===== config.mk =====
export PLATFORM = sky130hd
export DESIGN_NAME = itt_tick_update
export DESIGN_NICKNAME = d
export VERILOG_FILES = /design/src/inc/itt_pkg.sv /design/src/verilog/itt_tick_update.sv
export VERILOG_INCLUDE_DIRS = /design/src /design/src/inc
export SDC_FILE = /design/constraint.sdc
export NUM_CORES = 1
export LEC_CHECK = 0
export ABC_AREA = 1
export ABC_CLOCK_PERIOD_IN_PS = 2100
export BUFFER_PORTS_ARGS = -buffer_cell sky130_fd_sc_hd__buf_4
export CAP_MARGIN = 5
export CORE_MARGIN = 4
export CORE_UTILIZATION = 30
export DETAILED_ROUTE_END_ITERATION = 8
export SETUP_SLACK_MARGIN = 0.1
export SLEW_MARGIN = 10
export SYNTH_ARGS = -nofsm -noshare
export SYNTH_HDL_FRONTEND = slang
export SYNTH_SLANG_ARGS = --single-unit

===== constraint.sdc =====
create_clock -name clk_sys -period 2.1 [get_ports clk_sys]
set_input_delay 0.21 -clock clk_sys [delete_from_list [all_inputs] [get_ports clk_sys]]
set_output_delay 0.21 -clock clk_sys [all_outputs]
set_load 0.05 [all_outputs]

===== src/inc/itt_cfg.svh =====
`ifndef ITT_CFG_SVH
`define ITT_CFG_SVH

// register byte offsets
`define ITT_CTRL_OFF      8'h00
`define ITT_TIMER_OFF     8'h04
`define ITT_STAT_OFF      8'h08

// control register bit positions
`define ITT_CTRL_DIS_BIT  0
`define ITT_CTRL_F50_BIT  1

// status register bit positions
`define ITT_STAT_HOLD_BIT 4
`define ITT_STAT_CLR_BIT  5
`define ITT_STAT_DRV_BIT  6
`define ITT_STAT_BUSY_BIT 7

// tick counter limits
`define ITT_CNT_EMPTY     4'h0
`define ITT_CNT_FULL      4'hf
`define ITT_CNT_ONE       4'h1

// multipliers for 60-cycle and 50-cycle mains
`define ITT_MUL60         7'h05
`define ITT_MUL50         7'h06

// timer word layout: sign bit over 23 count bits
`define ITT_SIGN_BIT      23
`define ITT_TIMER_RST     24'h000000

`endif


===== src/inc/itt_pkg.sv =====
package itt_pkg;

  // update sequencer states, gray coded along the usual path
  typedef enum logic [1:0] {
    st_idle = 2'b00,
    st_take = 2'b01,
    st_sub  = 2'b11,
    st_fin  = 2'b10
  } itt_state_t;

  // one register bus request, sampled on a rising edge
  typedef struct packed {
    logic [7:0]  addr;
    logic [31:0] wdata;
    logic        wr;
    logic        rd;
  } itt_bus_req_t;

endpackage : itt_pkg


===== src/verilog/itt_tick_update.sv =====
// Implementation choices: the register addresses and the plain strobed port.
`timescale 1ns/10ps
`include "itt_cfg.svh"
// Behaviour
// - counter advances only from line-frequency pulses
// - four-bit counter, full after fifteen pulses
// - request update at execute end if nonzero
// - 60-cycle: multiply count by five, subtract
// - sign change of timer raises external interrupt
// - no sign change: return to instruction fetch
// - counting blocked while hold latch set
// - disable off: clear latch set at T4
// - clear latch drops hold; hold drop frees it
// - hold off: line pulse sets drive latch
// - drive latch gives one count per pulse
// - taking count sets hold, resets counter
// - 50-cycle: multiply count by six instead
// - 300 subtracted per second either way
// - timer word: sign bit plus 23 bits
module itt_tick_update (
  input  wire logic                 clk_sys,     // 20 MHz system clock
  input  wire logic                 rst_b,       // synchronous, active low
  input  wire logic                 line_pulse,  // mains frequency pulse
  input  wire logic                 third_timing_pulse, // third pulse
  input  wire logic                 t4_pulse,    // processor T4
  input  wire logic                 exec_end,    // end of execute phase
  input  wire itt_pkg::itt_bus_req_t bus_req,    // register bus request
  output logic [31:0]               bus_rdata,   // read data, next cycle
  output logic                      update_req,  // update routine entered
  output logic                      ext_irq,     // external interrupt
  output logic                      ifetch_go    // resume instruction fetch
);

  // software control bits
  logic                 timer_disable;    // timer-disable switch
  logic                 fifty_cycle;      // 50-cycle mains machine
  // timer word and tick logic
  logic [23:0]          timer_word;       // signed timer word
  logic [3:0]           tick_cnt;         // tick counter
  logic                 hold_latch;       // governing hold latch
  logic                 counter_clear_latch; // drives counter reset
  logic                 drive_latch;      // one count pulse
  logic                 line_prev;        // last line pulse level
  logic                 line_seen;        // captured line pulse
  logic [6:0]           mult_prod;        // count times multiplier
  itt_pkg::itt_state_t  state;            // update sequencer
  // combinational helpers
  logic                 line_rise;        // new mains pulse
  logic                 start_upd;        // update begins
  logic [6:0]           mul_sel;          // chosen multiplier
  logic [23:0]          next_timer;       // timer after subtraction
  logic                 sign_flip;        // subtraction changed sign

  // address decode, used for both reads and writes
  function automatic logic hit(input logic [7:0] a, input logic [7:0] off);
    hit = (a == off);
  endfunction : hit

  assign line_rise  = line_pulse & ~line_prev;
  // update starts only from idle so a second request cannot overlap
  assign start_upd  = exec_end & (tick_cnt != `ITT_CNT_EMPTY) &
                      (state == itt_pkg::st_idle);
  // five per sixtieth or six per fiftieth both make 300 a second
  assign mul_sel    = fifty_cycle ? `ITT_MUL50 : `ITT_MUL60;
  assign next_timer = timer_word - {17'h00000, mult_prod};
  assign sign_flip  = next_timer[`ITT_SIGN_BIT] !=
                      timer_word[`ITT_SIGN_BIT];

  // control register: software steers disable and mains rate
  always_ff @(posedge clk_sys) begin
    if (!rst_b) begin
      timer_disable <= 1'b1;
      fifty_cycle   <= 1'b0;
    end else if (bus_req.wr && hit(bus_req.addr, `ITT_CTRL_OFF)) begin
      timer_disable <= bus_req.wdata[`ITT_CTRL_DIS_BIT];
      fifty_cycle   <= bus_req.wdata[`ITT_CTRL_F50_BIT];
    end
  end

  // timer word: the update routine owns it while it runs
  always_ff @(posedge clk_sys) begin
    if (!rst_b) begin
      timer_word <= `ITT_TIMER_RST;
    end else if (state == itt_pkg::st_sub) begin
      timer_word <= next_timer;
    end else if (bus_req.wr && hit(bus_req.addr, `ITT_TIMER_OFF)) begin
      // software preset is dropped during an update to keep it atomic
      if (state == itt_pkg::st_idle) begin
        timer_word <= bus_req.wdata[23:0];
      end
    end
  end

  // read data stands in the cycle after the read strobe only
  always_ff @(posedge clk_sys) begin
    if (!rst_b) begin
      bus_rdata <= 32'h00000000;
    end else if (bus_req.rd) begin
      bus_rdata <= 32'h00000000;
      if (hit(bus_req.addr, `ITT_CTRL_OFF)) begin
        bus_rdata[`ITT_CTRL_DIS_BIT] <= timer_disable;
        bus_rdata[`ITT_CTRL_F50_BIT] <= fifty_cycle;
      end else if (hit(bus_req.addr, `ITT_TIMER_OFF)) begin
        bus_rdata[23:0] <= timer_word;
      end else if (hit(bus_req.addr, `ITT_STAT_OFF)) begin
        bus_rdata[3:0]                <= tick_cnt;
        bus_rdata[`ITT_STAT_HOLD_BIT] <= hold_latch;
        bus_rdata[`ITT_STAT_CLR_BIT]  <= counter_clear_latch;
        bus_rdata[`ITT_STAT_DRV_BIT]  <= drive_latch;
        bus_rdata[`ITT_STAT_BUSY_BIT] <= (state != itt_pkg::st_idle);
      end
    end else begin
      bus_rdata <= 32'h00000000;
    end
  end

  // clear latch: armed at T4 while hold is set, freed when hold drops
  always_ff @(posedge clk_sys) begin
    if (!rst_b) begin
      counter_clear_latch <= 1'b0;
    end else if (!hold_latch) begin
      counter_clear_latch <= 1'b0;
    end else if (t4_pulse && !timer_disable) begin
      counter_clear_latch <= 1'b1;
    end
  end

  // hold latch: starts set, cleared by the clear latch on the third pulse
  always_ff @(posedge clk_sys) begin
    if (!rst_b) begin
      hold_latch <= 1'b1;
    end else if (state == itt_pkg::st_take) begin
      hold_latch <= 1'b1;
    end else if (counter_clear_latch && third_timing_pulse) begin
      hold_latch <= 1'b0;
    end
  end

  // line pulse capture: a new pulse wins over its own consumption
  always_ff @(posedge clk_sys) begin
    if (!rst_b) begin
      line_prev <= 1'b0;
      line_seen <= 1'b0;
    end else begin
      line_prev <= line_pulse;
      if (line_rise) begin
        line_seen <= 1'b1;
      end else if (drive_latch) begin
        line_seen <= 1'b0;
      end
    end
  end

  // drive latch: one cycle long, so no pulse counts more than once
  always_ff @(posedge clk_sys) begin
    if (!rst_b) begin
      drive_latch <= 1'b0;
    end else if (drive_latch) begin
      drive_latch <= 1'b0;
    end else begin
      drive_latch <= line_seen & ~hold_latch & third_timing_pulse;
    end
  end

  // tick counter: resets win, saturates at full instead of wrapping
  always_ff @(posedge clk_sys) begin
    if (!rst_b) begin
      tick_cnt <= `ITT_CNT_EMPTY;
    end else if (counter_clear_latch || state == itt_pkg::st_take) begin
      tick_cnt <= `ITT_CNT_EMPTY;
    end else if (drive_latch && !hold_latch) begin
      if (tick_cnt != `ITT_CNT_FULL) begin
        tick_cnt <= tick_cnt + `ITT_CNT_ONE;
      end else begin
        tick_cnt <= tick_cnt;
      end
    end
  end

  // multiplier operand: count taken and scaled in the take state
  always_ff @(posedge clk_sys) begin
    if (!rst_b) begin
      mult_prod <= 7'h00;
    end else if (state == itt_pkg::st_take) begin
      mult_prod <= 7'({3'h0, tick_cnt} * mul_sel);
    end
  end

  // update sequencer: take, subtract, then interrupt or return
  always_ff @(posedge clk_sys) begin
    if (!rst_b) begin
      state <= itt_pkg::st_idle;
    end else begin
      case (state)
        itt_pkg::st_idle: begin
          if (start_upd) begin
            state <= itt_pkg::st_take;
          end
        end
        itt_pkg::st_take: begin
          state <= itt_pkg::st_sub;
        end
        itt_pkg::st_sub: begin
          state <= itt_pkg::st_fin;
        end
        itt_pkg::st_fin: begin
          state <= itt_pkg::st_idle;
        end
        default: begin
          state <= itt_pkg::st_idle;
        end
      endcase
    end
  end

  // outward pulses, all straight from flip-flops
  always_ff @(posedge clk_sys) begin
    if (!rst_b) begin
      update_req <= 1'b0;
      ext_irq    <= 1'b0;
      ifetch_go  <= 1'b0;
    end else begin
      update_req <= start_upd;
      ext_irq    <= (state == itt_pkg::st_sub) & sign_flip;
      ifetch_go  <= (state == itt_pkg::st_sub) & ~sign_flip;
    end
  end
endmodule : itt_tick_update

==> flow_metrics.tcl, run 1 <==
set metrics [dict create \
    synth_top_cell_area_share_pct 35.8 \
    clock_path_buffers 2 \
    ios 83 \
    detail_route.wirelength.met1_mm 4.76 \
    cts_buffers 9 \
    fmax_mhz 524 \
    async_reset_ff_share_pct 0 \
    slowest_stage "sky130_fd_sc_hd__fa_2" \
    rsz0062_at_grt "yes" \
    timing.final.setup_violations 0 \
    finalClockSkew_ps 5.02 \
    critical-path-max-stage-delay_ps 370 \
    finalWirelength_mm 10.8 \
    synthesis.area_per_instance_um2 6.81 \
    fp-row-count 41 \
    grt_first_pass_wirelength_mm 17.6 \
    end_kind "register" \
    routedWlPerCell_um 12.9 \
    cts-htree-levels 3 \
    tritoncts "yes" \
    finalWeightedCongestion 0.884 \
    fill_cell_instance_count_of_the_final_layout 1314 \
    yosysWarnings 0 \
    postSynthCellCount 583 \
    power.internal_uw 3280 \
    top_signal_layer_used "met4" \
    seq_area_frac_synth_pct 35.8 \
    hold_buffers 0 \
    arrival_ps 2120 \
    hold_viol_final 0 \
    reg2reg_slack_ps 190 \
    die_h_um 123 \
    rr_worst_depth 12 \
    timing_worst_setup_path_type "register to register" \
    grt_util_all_layers_pct 14.7 \
    yosys.cell_types.count 42 \
    core_um2 12800 \
    port-buffer-count 66 \
    outcome "complete, no violations" \
    synth_flop_cell "sky130_fd_sc_hd__dfxtp_1" \
    ctsRootBufferMaster "sky130_fd_sc_hd__clkbuf_16" \
    period_minus_slack_ps 1910 \
    detailed_routed_wire_length_on_met3_um 620 \
    hpwl_mm 8.10 \
    seq_power_share_pct 28.5 \
    worst-path-max-fanout 4 \
    globalRouteOverflowTotal 0 \
    via_count_of_the_first_global_routing_pass 3793 \
    critical_path.startpoint_type "register" \
    start_util_pct 31.1 \
    post-route-period-util_pct 90.8 \
    netlist_top_cells_area "sky130_fd_sc_hd__dfxtp_1 36%, sky130_fd_sc_hd__nand2_1 11%, sky130_fd_sc_hd__nor2_1 8.3%, sky130_fd_sc_hd__inv_1 7.5%, sky130_fd_sc_hd__nand3_1 5.8%" \
    grt_antenna_before_repair 0 \
    num_vias 3907 \
    power_switching_share_pct 36.7 \
    min_from "line_pulse" \
    finalSetupTns_ps 0 \
    power.switching_uw 1910 \
    drtIter0Drc 300 \
    p_leak_uw 0.00235 \
    worstHoldPathCells 3 \
    wl_met2_mm 5.23 \
    power.combinational.fraction_pct 37.4 \
    netlist.top_cell.by_area "sky130_fd_sc_hd__dfxtp_1" \
    syn2layout_area_growth_pct 27.9 \
    die_width_um 123 \
    r2r_end "timer_word[16]" \
    clkLatencyLatePin_ps 340 \
    hold-path-endpoint "line_prev" \
    placedInstanceArea_um2 4650 \
    timing.rr.start "timer_word[0]" \
    required_arrival_time_at_the_worst_endpoint_ps 2310 \
    cp_cell_sequence "inv_1, ha_1, inv_1, fa_2, nand3_1, nand3_2, nand3_2, nand2_1, o21ai_0, nand3_1, nand2_1, a21oi_2" \
    nets 727 \
    design_area_um2 5080 \
    slew_violations 0 \
    max-vdd-ir-drop_v 0.000488 \
    postSynthRegisterBits 71 \
    finalHoldWorstSlack_ps 67.0 \
    clock_sinks 71 \
    post-route-drc-count 0 \
    clockPowerShare_pct 34.2 \
    worst_setup_hold_path_clk_slew_ps 60 \
    avgViaCountPerCell 4.68 \
    worst_hold_path_type "input port to register" \
    die_area_um2 15100 \
    antenna-diode-count 0 \
    power_per_cell_area_nw_per_um2 1020 \
    post_synth_instance_area_um2 3970 \
    number_of_enable_flip_flop_cells_after_synthesis 0 \
    drv_cap 0 \
    drt_first_pass_iters 5 \
    grt_max_degree 41 \
    final_layout_size_suffix_gt1_share_pct 21.0 \
    postLayoutCoreUtil_pct 39.7 \
    detail-route-antenna-nets 0 \
]
worst max-delay path, delay by kind of cell (launching register included):
kind                     cells  cell delay (ps)
adder cells (fa/ha/maj)      2              510
buffers and inverters        2              140
AND/OR/NAND/NOR              6              610
flip-flops                   1              310
AO/OA/AOI/OAI                2              210
synth_stat cells, types with 2 or more instances:
master / n
sky130_fd_sc_hd__nand2_1: 121
sky130_fd_sc_hd__nor2_1: 88
sky130_fd_sc_hd__inv_1: 79
sky130_fd_sc_hd__dfxtp_1: 71
sky130_fd_sc_hd__nand3_1: 46
sky130_fd_sc_hd__a21oi_1: 35
sky130_fd_sc_hd__o21ai_0: 31
sky130_fd_sc_hd__ha_1: 18
sky130_fd_sc_hd__clkbuf_1: 9
sky130_fd_sc_hd__a21oi_2: 8
sky130_fd_sc_hd__buf_4: 8
sky130_fd_sc_hd__nor2_2: 8
sky130_fd_sc_hd__o21ai_1: 8
sky130_fd_sc_hd__nor3_1: 7
sky130_fd_sc_hd__nand4_1: 6
sky130_fd_sc_hd__fa_1: 4
sky130_fd_sc_hd__a21o_1: 3
sky130_fd_sc_hd__buf_6: 3
sky130_fd_sc_hd__o22ai_1: 3
sky130_fd_sc_hd__a211oi_1: 2
sky130_fd_sc_hd__buf_2: 2
sky130_fd_sc_hd__inv_2: 2
sky130_fd_sc_hd__xnor2_1: 2
cells in the final DEF, fill, tap and decap left out, types with 7 or more instances in the layout:
cell / synthesis / routed
sky130_fd_sc_hd__conb_1: 1 / 9
sky130_fd_sc_hd__buf_4: 8 / 79
sky130_fd_sc_hd__a21oi_2: 8 / 9
sky130_fd_sc_hd__clkbuf_16: 0 / 9
sky130_fd_sc_hd__o21ai_1: 8 / 11
sky130_fd_sc_hd__nor3_1: 7 / 7
sky130_fd_sc_hd__nor2_1: 88 / 87
sky130_fd_sc_hd__nand3_1: 46 / 44
sky130_fd_sc_hd__o21ai_0: 31 / 28
sky130_fd_sc_hd__a21oi_1: 35 / 34
sky130_fd_sc_hd__ha_1: 18 / 12
sky130_fd_sc_hd__nor2_2: 8 / 9
sky130_fd_sc_hd__inv_1: 79 / 78
sky130_fd_sc_hd__nand2_1: 121 / 118
sky130_fd_sc_hd__dfxtp_1: 71 / 67
power groups by stage:
stage	registers [µW]	clock network (µW)	logic [µW]
finish	1480	1770	1940
CTS	1470	1800	1820
floorplan	1490	0	1350
detailed placement	1500	0	1800
global placement	1500	0	1780
global route	1490	1870	2220
cell type report:
cell class	instances	area, µm²	share of cell area [%]
Clock inverter	7	121	2.39
Clock buffer	9	225	4.44
Multi-Input combinational cell	414	2190	43.1
Inverter	82	309	6.09
Timing Repair Buffer	79	593	11.7
Tap cell	172	215	4.24
Sequential cell	71	1430	28.1
routing by layer:
layer,track usage (%),vias up
met4,5.26,0
met2,24.3,106
met1,18.4,1789
li1,-,1995
met3,3.93,17
met5,0,-
flip-flops by register name, indices dropped and copies added, names as in the netlist:
name	cells
timer_word	24
line_seen	1
fifty_cycle	1
counter_clear_latch	1
hold_latch	1
timer_disable	1
drive_latch	1
update_req	1
line_prev	1
bus_rdata	24
ifetch_go	1
state	2
mult_prod	7
tick_cnt	4
ext_irq	1
repair_timing:
item	CTS	global route
setup endpoints to repair	1	15
resized for setup	1	22
gates cloned	0	0
pin swaps	0	2
buffers inserted	0	2
cell families (layout without fill, tap and decap cells):
family / Yosys count / after routing / synth area share (%)
AO/OA/AOI/OAI: 97 / 97 / 14.0
flip-flops: 71 / 71 / 35.8
other: 1 / 9 / 0.0945
adder cells (fa/ha/maj): 22 / 22 / 7.69
multiplexers: 1 / 1 / 0.252
buffers and inverters: 106 / 177 / 11.5
AND/OR/NAND/NOR: 282 / 282 / 30.0
XOR/XNOR: 3 / 3 / 0.662
per-stage QoR:
| stage | instances | total power (µW) | setup WS, ps |
|---|---|---|---|
| after floorplan | 591 | 2850 | 123 |
| after global placement | 816 | 3280 | 73.4 |
| after detailed placement | 816 | 3310 | 64.2 |
| after CTS | 832 | 5100 | 105 |
| after global routing | 834 | 5570 | 47.0 |
| final | 834 | 5190 | 193 |
how the worst max path moves through the flow:
stage | from | endpoint | slack (ps) | depth (start not counted)
2_1_floorplan | fifty_cycle | mult_prod[6] | 120 | 9
3_3_place_gp | timer_word[0] | timer_word[16] | 70 | 12
3_5_place_dp | timer_word[0] | timer_word[16] | 60 | 12
4_1_cts | timer_word[0] | timer_word[16] | 100 | 12
5_1_grt | timer_word[0] | timer_word[16] | 50 | 12
6_report | timer_word[0] | timer_word[16] | 190 | 12
(Power assumes the default switching activity.)
==> run 2: changes to the inputs <==
--- a/config.mk
+++ b/config.mk
@@ -13,6 +13,7 @@
 export CORE_MARGIN = 4
 export CORE_UTILIZATION = 30
 export DETAILED_ROUTE_END_ITERATION = 8
+export PLACE_DENSITY = 0.63
 export SETUP_SLACK_MARGIN = 0.1
 export SLEW_MARGIN = 10
 export SYNTH_ARGS = -nofsm -noshare
==> run 2 against run 1 <==
Net effect: die area is the same; fmax grew 2.1%; wire length shrank 1.9%; power shrank 2.9%; utilization shrank 0.14 points; clock power shrank 6%; hold slack gained 4.8 ps; setup slack gained 39 ps; design area shrank 0.35%; global-route usage shrank 0.16 points; first-iteration DRC count shrank 4.0%; critical endpoint is now timer_word[23].
==> flow_metrics.tcl, run 2 (same netlist as run 1, synthesis figures left out) <==
set metrics [dict create \
    min_from "line_pulse" \
    globalRouteOverflowTotal 0 \
    critical-path-max-stage-delay_ps 390 \
    worst-path-max-fanout 7 \
    buffering_stage_count_on_the_worst_path_with_inverters_included 1 \
    fp-row-count 41 \
    grt_antenna_before_repair 0 \
    period_minus_slack_ps 1870 \
    worst_setup_hold_path_clk_slew_ps 60 \
    ctsRootBufferMaster "sky130_fd_sc_hd__clkbuf_16" \
    clock_path_buffers 2 \
    fill_cell_instance_count_of_the_final_layout 1367 \
    detail-route-antenna-nets 0 \
    avgViaCountPerCell 4.59 \
    rsz0062_at_grt "yes" \
    post-route-period-util_pct 89.0 \
    hold_viol_final 0 \
    required_arrival_time_at_the_worst_endpoint_ps 2310 \
    placed_cells 818 \
    dp_slack_ps 74.1 \
    hold_buffers 0 \
    post-route-drc-count 0 \
    tritoncts "yes" \
    arrival_ps 2080 \
    mostFrequentLayoutCell "sky130_fd_sc_hd__nand2_1" \
    outcome "complete, no violations" \
    most_frequent_cp_cell "sky130_fd_sc_hd__nand2_1" \
    slowest_stage "sky130_fd_sc_hd__dfxtp_1" \
    worst_hold_path_type "input port to register" \
    drt_first_pass_iters 5 \
    cts_buffers 9 \
    crit_path_start "timer_word[6]" \
    num_vias 3826 \
    finalWorstSetupSlack_ps 232 \
    grt_max_degree 33 \
    cts-htree-levels 3 \
    start_util_pct 31.1 \
    die_area_um2 15100 \
    placedInstanceArea_um2 4670 \
    grt_first_pass_wirelength_mm 17.2 \
    design_area_um2 5060 \
    p_leak_uw 0.00234 \
    final_cell_mix "119 x sky130_fd_sc_hd__nand2_1, 85 x sky130_fd_sc_hd__nor2_1, 79 x sky130_fd_sc_hd__inv_1" \
    routedWlPerCell_um 12.7 \
    final_cells 834 \
    cp_cell_sequence "ha_2, nand2_1, nand2_1, a21oi_1, nand2_1, buf_4, nor2_2, nor2_1, o21ai_0, a21oi_1" \
    finalSetupTns_ps 0 \
    clock_sinks 71 \
    path_delay_family "simple AND/OR/NAND/NOR gates" \
    timing.rr.start "timer_word[6]" \
    finalWirelength_mm 10.6 \
    fmax_mhz 535 \
    final_layout_size_suffix_gt1_share_pct 21.1 \
    registers_with_the_most_flip_flops "bus_rdata x24, timer_word x24, mult_prod x7" \
    finalHoldWorstSlack_ps 71.8 \
    drv_cap 0 \
    finalWeightedCongestion 0.909 \
    finalClockSkew_ps 5.63 \
    critical_path.startpoint_type "register" \
    timing.final.setup_violations 0 \
    die_h_um 123 \
    max-vdd-ir-drop_v 0.000515 \
    nets 727 \
    antenna-diode-count 0 \
    timing_worst_setup_path_type "register to register" \
    clkLatencyLatePin_ps 340 \
    via_count_of_the_first_global_routing_pass 3545 \
    die_width_um 123 \
    port-buffer-count 66 \
    drtIter0Drc 288 \
    grt_util_all_layers_pct 14.5 \
    end_kind "register" \
    hpwl_mm 7.96 \
    ios 83 \
    slew_violations 0 \
    power_per_cell_area_nw_per_um2 996 \
    core_um2 12800 \
    syn2layout_area_growth_pct 27.5 \
]
-- run 2: cell count changes in the layout (fill, tap and decap cells not counted), sizes merged --
cell,change
clkinvlp,+2
bufinv,-1
clkinv,-1
-- run 2: final cells by class --
cell class	count	area [µm²]	share of cell area, %
sequential	71	1430	28.2
clock inverter	7	97.6	1.93
multi-input combinational	414	2180	43.0
clock buffer	9	225	4.45
inverter	82	309	6.11
timing repair buffer	79	606	12.0
tap	172	215	4.25
-- run 2: power breakdown --
group / internal [µW] / switching (µW)
Sequential: 1420 / 55.1
Combinational: 656 / 1250
Clock: 1040 / 617
Total: 3120 / 1920
-- run 2: worst min-delay path, cell delays in order --
cell                      delay [ps]
sky130_fd_sc_hd__buf_4            70
sky130_fd_sc_hd__nand2_1          50
sky130_fd_sc_hd__inv_1            50
-- run 2: final timing paths --
kind              slack (ps)             end  depth (start not counted)
hold / removal            70       line_prev                          3
setup reg to reg         230  timer_word[23]                         10
setup / recovery         230  timer_word[23]                         10
hold reg to reg          420       line_seen                          1
-- run 2: metrics by stage --
stage	utilization, %	total power [µW]
2_1_floorplan	-	2850
3_3_place_gp	36.6	3310
3_5_place_dp	36.6	3320
4_1_cts	39.1	4990
5_1_grt	39.6	5380
6_report	39.6	5040
-- run 2: timing repair --
action	CTS	global route
buffers inserted	0	0
setup endpoints to repair	1	17
gates resized for setup	1	26
pin swaps	0	4
-- run 2: metal layers --
layer  up-vias  routed length, µm  track usage (%)
li1       1999                  -                -
met1      1722               5060             19.5
met2        95               4790             23.0
met3        10                573             3.57
met4         0                157             4.50
met5         -                  0                0
